==> src/design/ppcfg_cfg.svh <==
// Constants for the parallel port setup register block
`ifndef PPCFG_CFG_SVH
`define PPCFG_CFG_SVH
`define PPCFG_IDX_SETUP     8'hF0
`define PPCFG_IDX_ACTIVATE  8'h30
`define PPCFG_SETUP_RESET   8'hF2
`define PPCFG_SETUP_WMASK   8'hF7
`define PPCFG_MODE_MSB      7
`define PPCFG_MODE_LSB      5
`define PPCFG_EXT_BIT       4
`define PPCFG_RSV_BIT       3
`define PPCFG_REFL_BIT      2
`define PPCFG_PWR_BIT       1
`define PPCFG_TRI_BIT       0
`define PPCFG_EPPVER_BIT    4
`define PPCFG_EXT_LO        11'h403
`define PPCFG_EXT_HI        11'h405
`define PPCFG_STAT_FIX_LOW  4'h9
`define PPCFG_STAT_FIX_HIGH 4'hF
`endif

==> src/design/ppcfg_pkg.sv <==
// Types for the parallel port setup register block
package ppcfg_pkg;
   typedef enum logic [2:0] {
      PPCFG_SPP_COMPAT = 3'h0,
      PPCFG_SPP_EXT    = 3'h1,
      PPCFG_EPP17      = 3'h2,
      PPCFG_EPP19      = 3'h3,
      PPCFG_ECP        = 3'h4,
      PPCFG_RSV5       = 3'h5,
      PPCFG_RSV6       = 3'h6,
      PPCFG_ECP_EPP    = 3'h7
   } ppcfg_mode_t;
endpackage

==> src/design/ppcfg_decode.sv <==
// Mode decoder for the parallel port setup register
`timescale 1ns/1ps
`include "ppcfg_cfg.svh"
module ppcfg_decode (
   // Setup inputs
   input  wire logic [2:0] i_mode,
   input  wire logic       i_ecp_mode4,
   input  wire logic       i_sw_dir_in,
   input  wire logic       i_ctl2_eppver,
   // Decoded mode
   output logic            o_data_out,
   output logic            o_epp_en,
   output logic            o_epp19,
   output logic            o_ecp_en,
   output logic            o_reserved
);
   ppcfg_pkg::ppcfg_mode_t m;
   assign m = ppcfg_pkg::ppcfg_mode_t'(i_mode);
   always_comb begin
      o_data_out = 1'b1;
      o_epp_en   = 1'b0;
      o_epp19    = 1'b0;
      o_ecp_en   = 1'b0;
      o_reserved = 1'b0;
      case (m)
         ppcfg_pkg::PPCFG_SPP_COMPAT: o_data_out = 1'b1;
         ppcfg_pkg::PPCFG_SPP_EXT:    o_data_out = ~i_sw_dir_in;
         ppcfg_pkg::PPCFG_EPP17: begin
            o_epp_en = 1'b1;
         end
         ppcfg_pkg::PPCFG_EPP19: begin
            o_epp_en = 1'b1;
            o_epp19  = 1'b1;
         end
         ppcfg_pkg::PPCFG_ECP: begin
            o_ecp_en   = 1'b1;
            o_data_out = ~i_sw_dir_in;
         end
         ppcfg_pkg::PPCFG_ECP_EPP: begin
            o_ecp_en   = 1'b1;
            o_data_out = ~i_sw_dir_in;
            o_epp_en   = i_ecp_mode4;
            o_epp19    = i_ecp_mode4 & i_ctl2_eppver;
         end
         default: o_reserved = 1'b1;
      endcase
   end
endmodule // ppcfg_decode

==> src/design/ppcfg_top.sv <==
// Parallel port setup register with mode, gating and pin control outputs
// Operation
// - Hardware reset loads the setup register with F2h.
// - Mode 000 is compatible mode; data pins always outputs.
// - Mode 001 is extended compatible; software bit sets data direction.
// - 010 is EPP 1.7, 011 EPP 1.9; ECP mode 4 uses control bit 4.
// - 100 is ECP without EPP, 111 ECP with EPP; 101, 110 reserved.
// - Bit 4 clear ignores accesses to extended registers 403h to 405h.
// - Bit 4 set decodes and serves accesses to 403h to 405h.
// - Disconnected inputs report fixed busy, paper-end, select, acknowledge per bit 2.
// - Bit 1 clear while active gates the port clock; registers kept.
// - Bit 1 set runs the port clock while active; reset state.
// - Bit 0 set and device inactive forces output pins to high impedance.
// - Active comes from activate register qualified by global config bit 0.
`timescale 1ns/1ps
`include "ppcfg_cfg.svh"
module ppcfg_top (
   // Clock and reset
   input  wire logic        I_REF_CLK,
   input  wire logic        I_NRST,
   // Configuration access
   input  wire logic [7:0]  I_CFG_INDEX,
   input  wire logic [7:0]  I_CFG_WDATA,
   input  wire logic        I_CFG_WR,
   input  wire logic        I_CFG_RD,
   output logic      [7:0]  O_CFG_RDATA,
   output logic             O_CFG_HIT,
   // Device activation
   input  wire logic        I_ACTIVATE,
   input  wire logic        I_GLOBAL_CONFIG_ONE_EN,
   // Runtime access from the port engine
   input  wire logic [10:0] I_RT_OFFSET,
   input  wire logic        I_RT_VALID,
   input  wire logic        I_ECP_MODE4,
   input  wire logic        I_SW_DIR_IN,
   input  wire logic        I_SECOND_LEVEL_CONTROL_B_EPPVER,
   // Status inputs from the port pin multiplexer
   input  wire logic        I_PORT_PIN_MULTIPLEXER_DISC,
   input  wire logic        I_BUSY,
   input  wire logic        I_PAPER_END_INPUT,
   input  wire logic        I_PRINTER_SELECT_INPUT,
   input  wire logic        I_ACK,
   // Decoded controls
   output logic      [2:0]  O_MODE,
   output logic             O_DATA_OUT,
   output logic             O_EPP_EN,
   output logic             O_EPP19,
   output logic             O_ECP_EN,
   output logic             O_MODE_RESERVED,
   output logic             O_EXT_SEL,
   output logic             O_PORT_CLK_EN,
   output logic             O_PINS_HIZ,
   output logic             O_ACTIVE,
   output logic      [3:0]  O_EPP_STATUS_REGISTER_IN
);
   logic [1:0] rst_sync_reg;
   logic       rst_n;
   logic [7:0] setup_reg;
   logic [7:0] setup_next;
   logic [4:0] pin_s1_reg;
   logic [4:0] pin_s2_reg;
   logic       sel_setup;
   logic       active;
   logic       ext_in_range;
   logic       dec_out;
   logic       dec_epp;
   logic       dec_epp19;
   logic       dec_ecp;
   logic       dec_rsv;
   logic [3:0] status_fixed;
   logic [3:0] status_next;

   // Two-stage reset release
   always_ff @(posedge I_REF_CLK or negedge I_NRST) begin
      if (!I_NRST) rst_sync_reg <= 2'h0;
      else rst_sync_reg <= {rst_sync_reg[0], 1'b1};
   end
   assign rst_n = rst_sync_reg[1];

   // Pin inputs are asynchronous; the first stage feeds only the second
   always_ff @(posedge I_REF_CLK or negedge rst_n) begin
      if (!rst_n) begin
         pin_s1_reg <= 5'h00;
         pin_s2_reg <= 5'h00;
      end else begin
         pin_s1_reg <= {I_PORT_PIN_MULTIPLEXER_DISC, I_BUSY, I_PAPER_END_INPUT, I_PRINTER_SELECT_INPUT, I_ACK};
         pin_s2_reg <= pin_s1_reg;
      end
   end

   assign sel_setup  = (I_CFG_INDEX == `PPCFG_IDX_SETUP);
   // Bit 3 is masked on write, so it can never read back as one
   assign setup_next = (I_CFG_WR && sel_setup) ? (I_CFG_WDATA & `PPCFG_SETUP_WMASK) : setup_reg;
   // Active needs both the activate bit and the global enable
   assign active     = I_ACTIVATE & I_GLOBAL_CONFIG_ONE_EN;
   // Window gate is registered; the port engine sees it one cycle after the offset
   assign ext_in_range = I_RT_VALID && (I_RT_OFFSET >= `PPCFG_EXT_LO) && (I_RT_OFFSET <= `PPCFG_EXT_HI);
   // Fixed values while disconnected: busy, paper end, select, ack
   assign status_fixed = setup_reg[`PPCFG_REFL_BIT] ? `PPCFG_STAT_FIX_HIGH : `PPCFG_STAT_FIX_LOW;
   assign status_next  = pin_s2_reg[4] ? status_fixed : pin_s2_reg[3:0];

   always_ff @(posedge I_REF_CLK or negedge rst_n) begin
      if (!rst_n) setup_reg <= `PPCFG_SETUP_RESET;
      else setup_reg <= setup_next;
   end

   ppcfg_decode u_decode (
      .i_mode        (setup_reg[`PPCFG_MODE_MSB:`PPCFG_MODE_LSB]),
      .i_ecp_mode4   (I_ECP_MODE4),
      .i_sw_dir_in   (I_SW_DIR_IN),
      .i_ctl2_eppver (I_SECOND_LEVEL_CONTROL_B_EPPVER),
      .o_data_out    (dec_out),
      .o_epp_en      (dec_epp),
      .o_epp19       (dec_epp19),
      .o_ecp_en      (dec_ecp),
      .o_reserved    (dec_rsv)
   );

   // All outputs registered, one cycle behind their causes except status, three cycles behind the pins
   always_ff @(posedge I_REF_CLK or negedge rst_n) begin
      if (!rst_n) begin
         O_CFG_RDATA              <= 8'h00;
         O_CFG_HIT                <= 1'b0;
         O_MODE                   <= 3'h0;
         O_DATA_OUT               <= 1'b1;
         O_EPP_EN                 <= 1'b0;
         O_EPP19                  <= 1'b0;
         O_ECP_EN                 <= 1'b0;
         O_MODE_RESERVED          <= 1'b0;
         O_EXT_SEL                <= 1'b0;
         O_PORT_CLK_EN            <= 1'b0;
         O_PINS_HIZ               <= 1'b0;
         O_ACTIVE                 <= 1'b0;
         O_EPP_STATUS_REGISTER_IN <= `PPCFG_STAT_FIX_LOW;
      end else begin
         O_CFG_RDATA              <= (I_CFG_RD && sel_setup) ? setup_reg : 8'h00;
         O_CFG_HIT                <= (I_CFG_RD || I_CFG_WR) && sel_setup;
         O_MODE                   <= setup_reg[`PPCFG_MODE_MSB:`PPCFG_MODE_LSB];
         O_DATA_OUT               <= dec_out;
         O_EPP_EN                 <= dec_epp;
         O_EPP19                  <= dec_epp19;
         O_ECP_EN                 <= dec_ecp;
         O_MODE_RESERVED          <= dec_rsv;
         O_EXT_SEL                <= ext_in_range & setup_reg[`PPCFG_EXT_BIT];
         O_PORT_CLK_EN            <= active & setup_reg[`PPCFG_PWR_BIT];
         O_PINS_HIZ               <= ~active & setup_reg[`PPCFG_TRI_BIT];
         O_ACTIVE                 <= active;
         O_EPP_STATUS_REGISTER_IN <= status_next;
      end
   end

   // Checks; rst_n in an antecedent skips the first edge, where outputs still hold reset values
   a_reset_value: assert property (@(posedge I_REF_CLK) $rose(rst_n) |-> setup_reg == 8'hF2)
      else $error("setup register not F2h after reset");
   a_compat_out: assert property (@(posedge I_REF_CLK) disable iff (!rst_n)
      setup_reg[7:5] == 3'h0 |=> O_DATA_OUT)
      else $error("compatible mode data not output");
   a_ext_dir: assert property (@(posedge I_REF_CLK) disable iff (!rst_n)
      setup_reg[7:5] == 3'h1 |=> O_DATA_OUT == ~$past(I_SW_DIR_IN))
      else $error("extended mode direction wrong");
   a_epp_version: assert property (@(posedge I_REF_CLK) disable iff (!rst_n)
      setup_reg[7:5] == 3'h3 |=> O_EPP_EN && O_EPP19)
      else $error("EPP 1.9 not selected");
   a_epp17_sel: assert property (@(posedge I_REF_CLK) disable iff (!rst_n)
      setup_reg[7:5] == 3'h2 |=> O_EPP_EN && !O_EPP19 && !O_ECP_EN)
      else $error("EPP 1.7 not selected");
   a_ecp_noepp: assert property (@(posedge I_REF_CLK) disable iff (!rst_n)
      setup_reg[7:5] == 3'h4 |=> O_ECP_EN && !O_EPP_EN)
      else $error("ECP without EPP wrong");
   a_ecp_mode4: assert property (@(posedge I_REF_CLK) disable iff (!rst_n)
      rst_n && setup_reg[7:5] == 3'h7 |=> O_ECP_EN && O_EPP_EN == $past(I_ECP_MODE4) &&
         O_EPP19 == ($past(I_ECP_MODE4) & $past(I_SECOND_LEVEL_CONTROL_B_EPPVER)))
      else $error("ECP mode 4 selection wrong");
   a_rsv_mode: assert property (@(posedge I_REF_CLK) disable iff (!rst_n)
      setup_reg[7:5] == 3'h5 || setup_reg[7:5] == 3'h6 |=> O_MODE_RESERVED && !O_EPP_EN && !O_ECP_EN)
      else $error("reserved mode enables a protocol");
   // Extended window gating
   a_ext_block: assert property (@(posedge I_REF_CLK) disable iff (!rst_n)
      !setup_reg[4] |=> !O_EXT_SEL)
      else $error("extended register reached while disabled");
   a_ext_serve: assert property (@(posedge I_REF_CLK) disable iff (!rst_n)
      setup_reg[4] && I_RT_VALID && I_RT_OFFSET == 11'h404 |=> O_EXT_SEL)
      else $error("extended register not served");
   // Status reflection while disconnected
   a_refl_fixed: assert property (@(posedge I_REF_CLK) disable iff (!rst_n)
      pin_s2_reg[4] && !setup_reg[2] |=> O_EPP_STATUS_REGISTER_IN == 4'h9)
      else $error("reflected inputs wrong");
   a_refl_all_one: assert property (@(posedge I_REF_CLK) disable iff (!rst_n)
      pin_s2_reg[4] && setup_reg[2] |=> O_EPP_STATUS_REGISTER_IN == 4'hF)
      else $error("reflected inputs not all one");
   // Clock, pin and activation control
   a_clk_gate: assert property (@(posedge I_REF_CLK) disable iff (!rst_n)
      !setup_reg[1] |=> !O_PORT_CLK_EN)
      else $error("port clock not gated");
   a_clk_run: assert property (@(posedge I_REF_CLK) disable iff (!rst_n)
      setup_reg[1] && active |=> O_PORT_CLK_EN)
      else $error("port clock not running");
   a_hiz_force: assert property (@(posedge I_REF_CLK) disable iff (!rst_n)
      setup_reg[0] && !active |=> O_PINS_HIZ)
      else $error("pins not high impedance");
   a_hiz_off: assert property (@(posedge I_REF_CLK) disable iff (!rst_n)
      !setup_reg[0] |=> !O_PINS_HIZ)
      else $error("pins forced without enable");
   a_active_qual: assert property (@(posedge I_REF_CLK) disable iff (!rst_n)
      rst_n |=> O_ACTIVE == ($past(I_ACTIVATE) & $past(I_GLOBAL_CONFIG_ONE_EN)))
      else $error("active qualification wrong");
   // Register access
   a_rsv_zero: assert property (@(posedge I_REF_CLK) disable iff (!rst_n)
      I_CFG_WR && sel_setup |=> setup_reg[3] == 1'b0 ##1 O_CFG_RDATA[3] == 1'b0)
      else $error("reserved bit not zero");
   a_wr_lands: assert property (@(posedge I_REF_CLK) disable iff (!rst_n)
      I_CFG_WR && sel_setup |=> setup_reg == ($past(I_CFG_WDATA) & 8'hF7))
      else $error("setup write not taken");
   a_read_back: assert property (@(posedge I_REF_CLK) disable iff (!rst_n)
      I_CFG_RD && sel_setup |=> O_CFG_RDATA == $past(setup_reg))
      else $error("setup read data wrong");
   // Coverage of the main scenarios
   c_write_setup: cover property (@(posedge I_REF_CLK) disable iff (!rst_n) I_CFG_WR && sel_setup);
   c_ecp_epp19: cover property (@(posedge I_REF_CLK) disable iff (!rst_n) O_ECP_EN && O_EPP19);
   c_ext_access: cover property (@(posedge I_REF_CLK) disable iff (!rst_n) O_EXT_SEL);
   c_hiz: cover property (@(posedge I_REF_CLK) disable iff (!rst_n) O_PINS_HIZ);
   c_disconnected: cover property (@(posedge I_REF_CLK) disable iff (!rst_n) pin_s2_reg[4]);
endmodule // ppcfg_top

==> config.mk <==
export PLATFORM = sky130hd
export DESIGN_NAME = ppcfg_top
export DESIGN_NICKNAME = d
export VERILOG_FILES = /design/src/design/ppcfg_pkg.sv /design/src/design/ppcfg_decode.sv /design/src/design/ppcfg_top.sv
export VERILOG_INCLUDE_DIRS = /design/src /design/src/design
export SDC_FILE = /design/constraint.sdc
export NUM_CORES = 1
export LEC_CHECK = 0
export BUFFER_PORTS_ARGS = -buffer_cell sky130_fd_sc_hd__buf_2
export CAP_MARGIN = 20
export CORE_MARGIN = 1.5
export CORE_UTILIZATION = 48
export DETAILED_ROUTE_END_ITERATION = 7
export PLACE_DENSITY = 0.82
export SYNTH_ARGS = -nofsm -noshare
export SYNTH_HDL_FRONTEND = slang
export SYNTH_HIERARCHICAL = 1
export SYNTH_SLANG_ARGS = --single-unit
==> constraint.sdc <==
create_clock -name I_REF_CLK -period 2.2 [get_ports I_REF_CLK]
set_input_delay 0.33 -clock I_REF_CLK [delete_from_list [all_inputs] [get_ports I_REF_CLK]]
set_output_delay 0.33 -clock I_REF_CLK [all_outputs]
set_load 0.03 [all_outputs]
==> results of run 1 <==
-- synthesized netlist by cell type, types with 2 or more instances --
master	n	area [um2]
nand2_1	5	18.77
nor2b_1	2	12.51
mux2_4	7	105.1
dfrtp_1	35	875.8
o21ai_0	2	10.01
conb_1	2	7.510
nand4_1	2	12.51
or2_2	2	12.51
inv_1	4	15.01
and2_1	8	50.05
dfstp_2	8	210.2
-- final cells by class --
type | count | area [um2] | share of cell area
flip-flops and latches | 43 | 1087 | 0.5713
multi-input cells | 45 | 342.8 | 0.1801
repair buffers | 66 | 337.8 | 0.1775
clock inverters | 3 | 43.79 | 0.02301
well taps | 31 | 38.79 | 0.02038
clock buffers | 5 | 37.54 | 0.01972
inverters | 4 | 15.01 | 0.007890
-- metal layers --
layer | vias to the layer above | track usage | share of wire
met5 | - | 0 | 0
met4 | 0 | 0.09967 | 0.019
met3 | 5 | 0.03571 | 0.050
met2 | 42 | 0.2922 | 0.54
met1 | 443 | 0.1817 | 0.39
li1 | 445 | - | -
-- power by group through the flow --
stage / combinational [W] / sequential [W] / clock (W)
5_1_grt: 0.000111 / 0.000858 / 0.000524
4_1_cts: 0.000104 / 0.000852 / 0.000490
2_1_floorplan: 0.0000285 / 0.000883 / 0
3_5_place_dp: 0.000102 / 0.000867 / 0
3_3_place_gp: 0.0000977 / 0.000864 / 0
6_report: 0.000103 / 0.000850 / 0.000475
-- critical path, cell delays in order --
cell	delay, ns
buf_2	0.10
or4_4	0.53
or3_1	0.56
mux2_4	0.36
-- how the worst min path moves through the flow --
stage | endpoint | cells after the start | slack, ns
CTS | pin_s1_reg[0]$_DFF_PN0_ | 1 | 0.07
global placement | rst_sync_reg[0]$_DFF_PN0_ | 1 | 0.11
detailed placement | rst_sync_reg[0]$_DFF_PN0_ | 1 | 0.11
finish | pin_s1_reg[1]$_DFF_PN0_ | 1 | 0.09
global route | pin_s1_reg[1]$_DFF_PN0_ | 1 | 0.06
floorplan | rst_sync_reg[0]$_DFF_PN0_ | 0 | 0.03
-- per-stage QoR --
step	worst slack [ns]	cells	instance area, um2
after floorplan	0.4264	94	1463
after detailed placement	0.1877	188	1812
final	0.5566	197	1903
after CTS	0.5672	197	1903
after global routing	0.5362	197	1903
after global placement	0.2151	188	1812
-- cell families (layout without fill, tap and decap cells) --
logic type | count (synthesis) | in the layout | synth area share
multiplexers | 8 | 8 | 0.07955
flip-flops | 43 | 43 | 0.7425
buffers and inverters | 6 | 78 | 0.02310
AND/OR/NAND/NOR | 28 | 28 | 0.1189
other | 2 | 2 | 0.005135
XOR/XNOR | 1 | 1 | 0.005989
AO/OA/AOI/OAI | 6 | 6 | 0.02481
-- placed cells by master, fill, tap and decap left out, drive strengths merged --
| master | n |
|---|---|
| or3 | 1 |
| nor4b | 1 |
| conb | 2 |
| nor4 | 1 |
| a211oi | 1 |
| clkbuf | 5 |
| and2 | 9 |
| dlygate4sd3 | 1 |
| and4bb | 1 |
| nand4 | 2 |
| o21ai | 2 |
| xnor2 | 1 |
| inv | 4 |
| dfrtp | 35 |
| or2 | 2 |
| and3 | 1 |
| a21boi | 1 |
| bufinv | 1 |
| dfstp | 8 |
| or4 | 1 |
| nor3 | 1 |
| clkinv | 2 |
| a31oi | 1 |
| buf | 65 |
| nor2b | 2 |
| nand2 | 5 |
| a21oi | 1 |
| nor2 | 1 |
| mux2 | 8 |
==> results.tsv, run 1 <==
metric	value	unit
status	complete, but fails checks	
Worst Path Arrival	1.88	ns
reg2reg start	setup_reg[4]$_DFFE_PN1P_	
net switching power	0.0003127	W
Cell Area, Synth	1463	um2
Req. time, crit path	2.43	ns
Routability Congestion	0.7248	
first-pass GRT wire length	4015	um
P per Cell Area	750.1	nW/um2
Total Power	0.001427	W
root buffer cell	clkbuf_4	
max cap viols	0	
sequential fraction of the synthesis area	0.7425	
post-CTS sizing	0	
Yosys cell types	28	
combinational cell fraction of total power	0.072	
Max Clk Rate	608.5	MHz
hold path start	I_PRINTER_SELECT_INPUT	
Tmin final	1.643	ns
Slew Limit Fails	0	
Slew @ Worst Pin	0.8258	ns
number of port buffers	64	
drt pass-1 iters	7	
largest net degree at the start of global routing	42	
# nets final	207	
final setup vio count	0	
cts-stage hold buffer count	1	
worst hold slack	0.08844	ns
syn_nets	136	
grt ovf	0	
Core Rows	19	
H-tree depth	2	
Yosys reg bits	43	
die footprint	3387	um2
Clock Tree Buf Depth	2	
Setup crit start	I_CFG_INDEX[1]	
setup TNS	0	ns
remaining routing DRC violations	4	
Yosys warning total	6	
final WL	2470	um
Leak Pwr	1.041	nW
gr usage total	0.1656	
clock network power share	0.333	
Slew headroom	0.4495	
routed len/inst	12.54	um
skew final	0.003282	ns
Main synth FF type	dfrtp_1	
vias in the first global route	949	
P_int	0.001115	W
worst min path class	in2reg	
Worst setup EP type	flop	
reg-to-reg critical path endpoint	O_EXT_SEL$_DFF_PN0_	
vias per cell	4.746	
Max rail drop VDD	0.3205	mV
postcts setup bufs	0	
CTS tree	built	
Ports	67	
Clock transition at path regs	0.12	ns
Final Hold Fails	0	
DR iter-0 viols	21	
DRT antenna net count	0	
Initial Util	0.5170	
failing checks	DRC	
worst skew pair latency	0.34	ns
antenna violations before repair	0	
Net Sw Frac	0.2190	
RSZ-0062 raised after global routing	false	
reg2reg setup slack	1.02	ns
maximum fanout along the worst path	7	
clock buffer count from CTS	5	
Final Cycle Share	0.7470	
Detailed Place HPWL	1907	um
core area	2829	um2
Area growth syn-to-layout	30.11	%
CP Launch Type	input port	
critical path class	in2reg	
synthesized area per cell	15.56	um2
filler cell count in the final layout	213	
Reg2Reg Depth	3	
Reg power frac	0.596	
n_diodes	0	
share of layout cells above drive strength 1	0.5663	
number of synthesized flops with an enable pin	0	
Util after Layout	0.6727	
die width	58.20	um
Sink Count	43	
chip height	58.20	um
vias after detailed routing	935	
Mapped Cells	94	
Synth async-reset ratio	1.000	
CP endpoint	setup_reg[0]$_DFFE_PN0P_	
Note: power is estimated with default switching activity, not from simulation.
==> inputs of run 2 (changes only) <==
--- a/config.mk
+++ b/config.mk
@@ -9,9 +9,9 @@
 export BUFFER_PORTS_ARGS = -buffer_cell sky130_fd_sc_hd__buf_2
 export CAP_MARGIN = 20
 export CORE_MARGIN = 1.5
-export CORE_UTILIZATION = 48
+export CORE_UTILIZATION = 45
 export DETAILED_ROUTE_END_ITERATION = 7
-export PLACE_DENSITY = 0.82
+export PLACE_DENSITY = 0.77
 export SYNTH_ARGS = -nofsm -noshare
 export SYNTH_HDL_FRONTEND = slang
 export SYNTH_HIERARCHICAL = 1
==> constraint.sdc (replaced) <==
create_clock -name I_REF_CLK -period 1.64 [get_ports I_REF_CLK]
set_input_delay 0.246 -clock I_REF_CLK [delete_from_list [all_inputs] [get_ports I_REF_CLK]]
set_output_delay 0.246 -clock I_REF_CLK [all_outputs]
set_load 0.03 [all_outputs]
==> results.tsv, run 2 (same netlist as run 1, synthesis figures left out) <==
metric	value	unit	change
maximum fanout along the worst path	3		was 7
Worst setup EP type	flop		unchanged
DR iter-0 viols	10		was 21
worst skew pair latency	0.33	ns	was 0.34 ns
Core Rows	20		was 19
vias per cell	4.505		was 4.746
routed len/inst	11.89	um	was 12.54 um
P per Cell Area	966.0	nW/um2	was 750.1 nW/um2
placed cell areas	1857	um2	was 1812 um2
gr usage total	0.1617		was 0.1656
met2 usage	0.2919		was 0.2922
worst min path class	in2reg		unchanged
Storage cell area	1086	um2	was 1087 um2
worst hold slack	0.02150	ns	was 0.08844 ns
Worst Path Arrival	1.70	ns	was 1.88 ns
max cap viols	0		unchanged
DRT antenna net count	0		unchanged
net switching power	0.0004164	W	was 0.0003127 W
share of layout cells above drive strength 1	0.5575		was 0.5663
RSZ-0062 raised after global routing	false		unchanged
postcts setup bufs	0		unchanged
P_int	0.001504	W	was 0.001115 W
root buffer cell	clkbuf_4		unchanged
Slew Limit Fails	0		unchanged
Max rail drop VDD	0.4822	mV	was 0.3205 mV
cts-stage hold buffer count	5		was 1
met3 usage	0.03463		was 0.03571
Initial Util	0.4752		was 0.5170
clock network power share	0.329		was 0.333
grt ovf	0		unchanged
Routability Congestion	0.7423		was 0.7248
final WL	2592	um	was 2470 um
chip height	60.01	um	was 58.20 um
post-CTS sizing	0		unchanged
core area	3078	um2	was 2829 um2
vias after detailed routing	982		was 935
die width	60.01	um	was 58.20 um
clock buffer count from CTS	5		unchanged
filler cell count in the final layout	254		was 213
grt peak-use layer	met2		unchanged
Leak Pwr	1.076	nW	was 1.041 nW
remaining routing DRC violations	0		was 4
final setup vio count	0		unchanged
Tmin final	1.475	ns	
setup TNS	0	ns	unchanged
met1 Resource Use GR	0.1775		was 0.1817
die footprint	3601	um2	was 3387 um2
# nets final	215		was 207
Reg power frac	0.586		was 0.596
Clock transition at path regs	0.12	ns	about the same
Area growth syn-to-layout	35.93	%	was 30.11%
commonest non-fill, non-tap cell in the layout	buf_2		unchanged
vias in the first global route	1015		was 949
Req. time, crit path	1.86	ns	was 2.43 ns
Final Cycle Share	0.8994		
CP Launch Type	input port		unchanged
Net Sw Frac	0.2168		was 0.2190
Total Power	0.001921	W	was 0.001427 W
CTS tree	built		unchanged
Clock Tree Buf Depth	2		unchanged
Ports	67		unchanged
Multi-input gate area	342.8	um2	unchanged
combinational cell fraction of total power	0.085		was 0.072
post-route design area	1988	um2	was 1903 um2
skew final	0.009494	ns	was 0.003282 ns
first-pass GRT wire length	4153	um	was 4015 um
number of port buffers	64		unchanged
Sink Count	43		unchanged
largest net degree at the start of global routing	42		unchanged
Detailed Place HPWL	1943	um	was 1907 um
antenna violations before repair	0		unchanged
reg2reg setup slack	0.56	ns	was 1.02 ns
H-tree depth	2		unchanged
most frequent cells in the layout	64 x buf_2, 35 x dfrtp_1, 8 x dfstp_2, 8 x and2_1, 7 x mux2_4		was 64 x buf_2, 34 x dfrtp_1, 8 x dfstp_2, 8 x and2_1, 7 x mux2_4
critical path class	in2reg		unchanged
status	complete, no violations		was complete, but fails checks
drt pass-1 iters	3		was 7
Max Clk Rate	678.0	MHz	
Final Hold Fails	0		unchanged
n_diodes	0		unchanged
[run 2: changes by cell type in the layout (fill, tap and decap cells not counted), sizes merged]
cell         delta
dlygate4sd3     +4
buf             +4
[run 2: worst max-delay path: stages]
cell,delay [ns]
buf_2,0.10
or4_4,0.52
or3_1,0.38
buf_4,0.17
mux2_4,0.29
[run 2: routing by layer]
layer  up-vias  wire length, um  part of all wire
li1        467                -                 -
met1       463             1076              0.42
met2        48             1313              0.51
met3         4              164             0.063
met4         0               38             0.015
met5         -                0                 0
[run 2: area by class of cell]
| class | count | share of cell area |
|---|---|---|
| sequential | 43 | 0.5463 |
| timing repair buffer | 74 | 0.2052 |
| multi-input combinational | 45 | 0.1724 |
| tap | 44 | 0.02769 |
| clock inverter | 3 | 0.02203 |
| clock buffer | 5 | 0.01888 |
| inverter | 4 | 0.007552 |
[run 2: final timing paths]
| check | from | to | cells past startpoint |
|---|---|---|---|
| max in group asynchronous | rst_sync_reg[1]$_DFF_PN0_ | setup_reg[4]$_DFFE_PN1P_ | 1 |
| min in group asynchronous | I_NRST | rst_sync_reg[1]$_DFF_PN0_ | 2 |
| hold reg to reg | rst_sync_reg[1]$_DFF_PN0_ | pin_s1_reg[4]$_DFF_PN0_ | 1 |
| setup / recovery | I_CFG_INDEX[1] | setup_reg[0]$_DFFE_PN0P_ | 5 |
| hold / removal | I_ACK | pin_s1_reg[0]$_DFF_PN0_ | 1 |
| setup reg to reg | setup_reg[4]$_DFFE_PN1P_ | O_EXT_SEL$_DFF_PN0_ | 3 |
[run 2: per-stage QoR]
stage          utilization  worst slack (ns)  instances
4_1_cts             0.6459            0.1796        218
5_1_grt             0.6459            0.1657        218
6_report            0.6459            0.1650        218
3_3_place_gp        0.6033           -0.1655        205
3_5_place_dp        0.6033           -0.1896        205
2_1_floorplan            -          -0.04956         94
[run 2: power by group through the flow]
| stage | clock network, W | registers, W | logic (W) |
|---|---|---|---|
| 4_1_cts | 0.000658 | 0.00113 | 0.000166 |
| 3_5_place_dp | 0 | 0.00115 | 0.000157 |
| 2_1_floorplan | 0 | 0.00119 | 0.0000382 |
| 5_1_grt | 0.000701 | 0.00113 | 0.000181 |
| 6_report | 0.000632 | 0.00112 | 0.000164 |
| 3_3_place_gp | 0 | 0.00114 | 0.000152 |
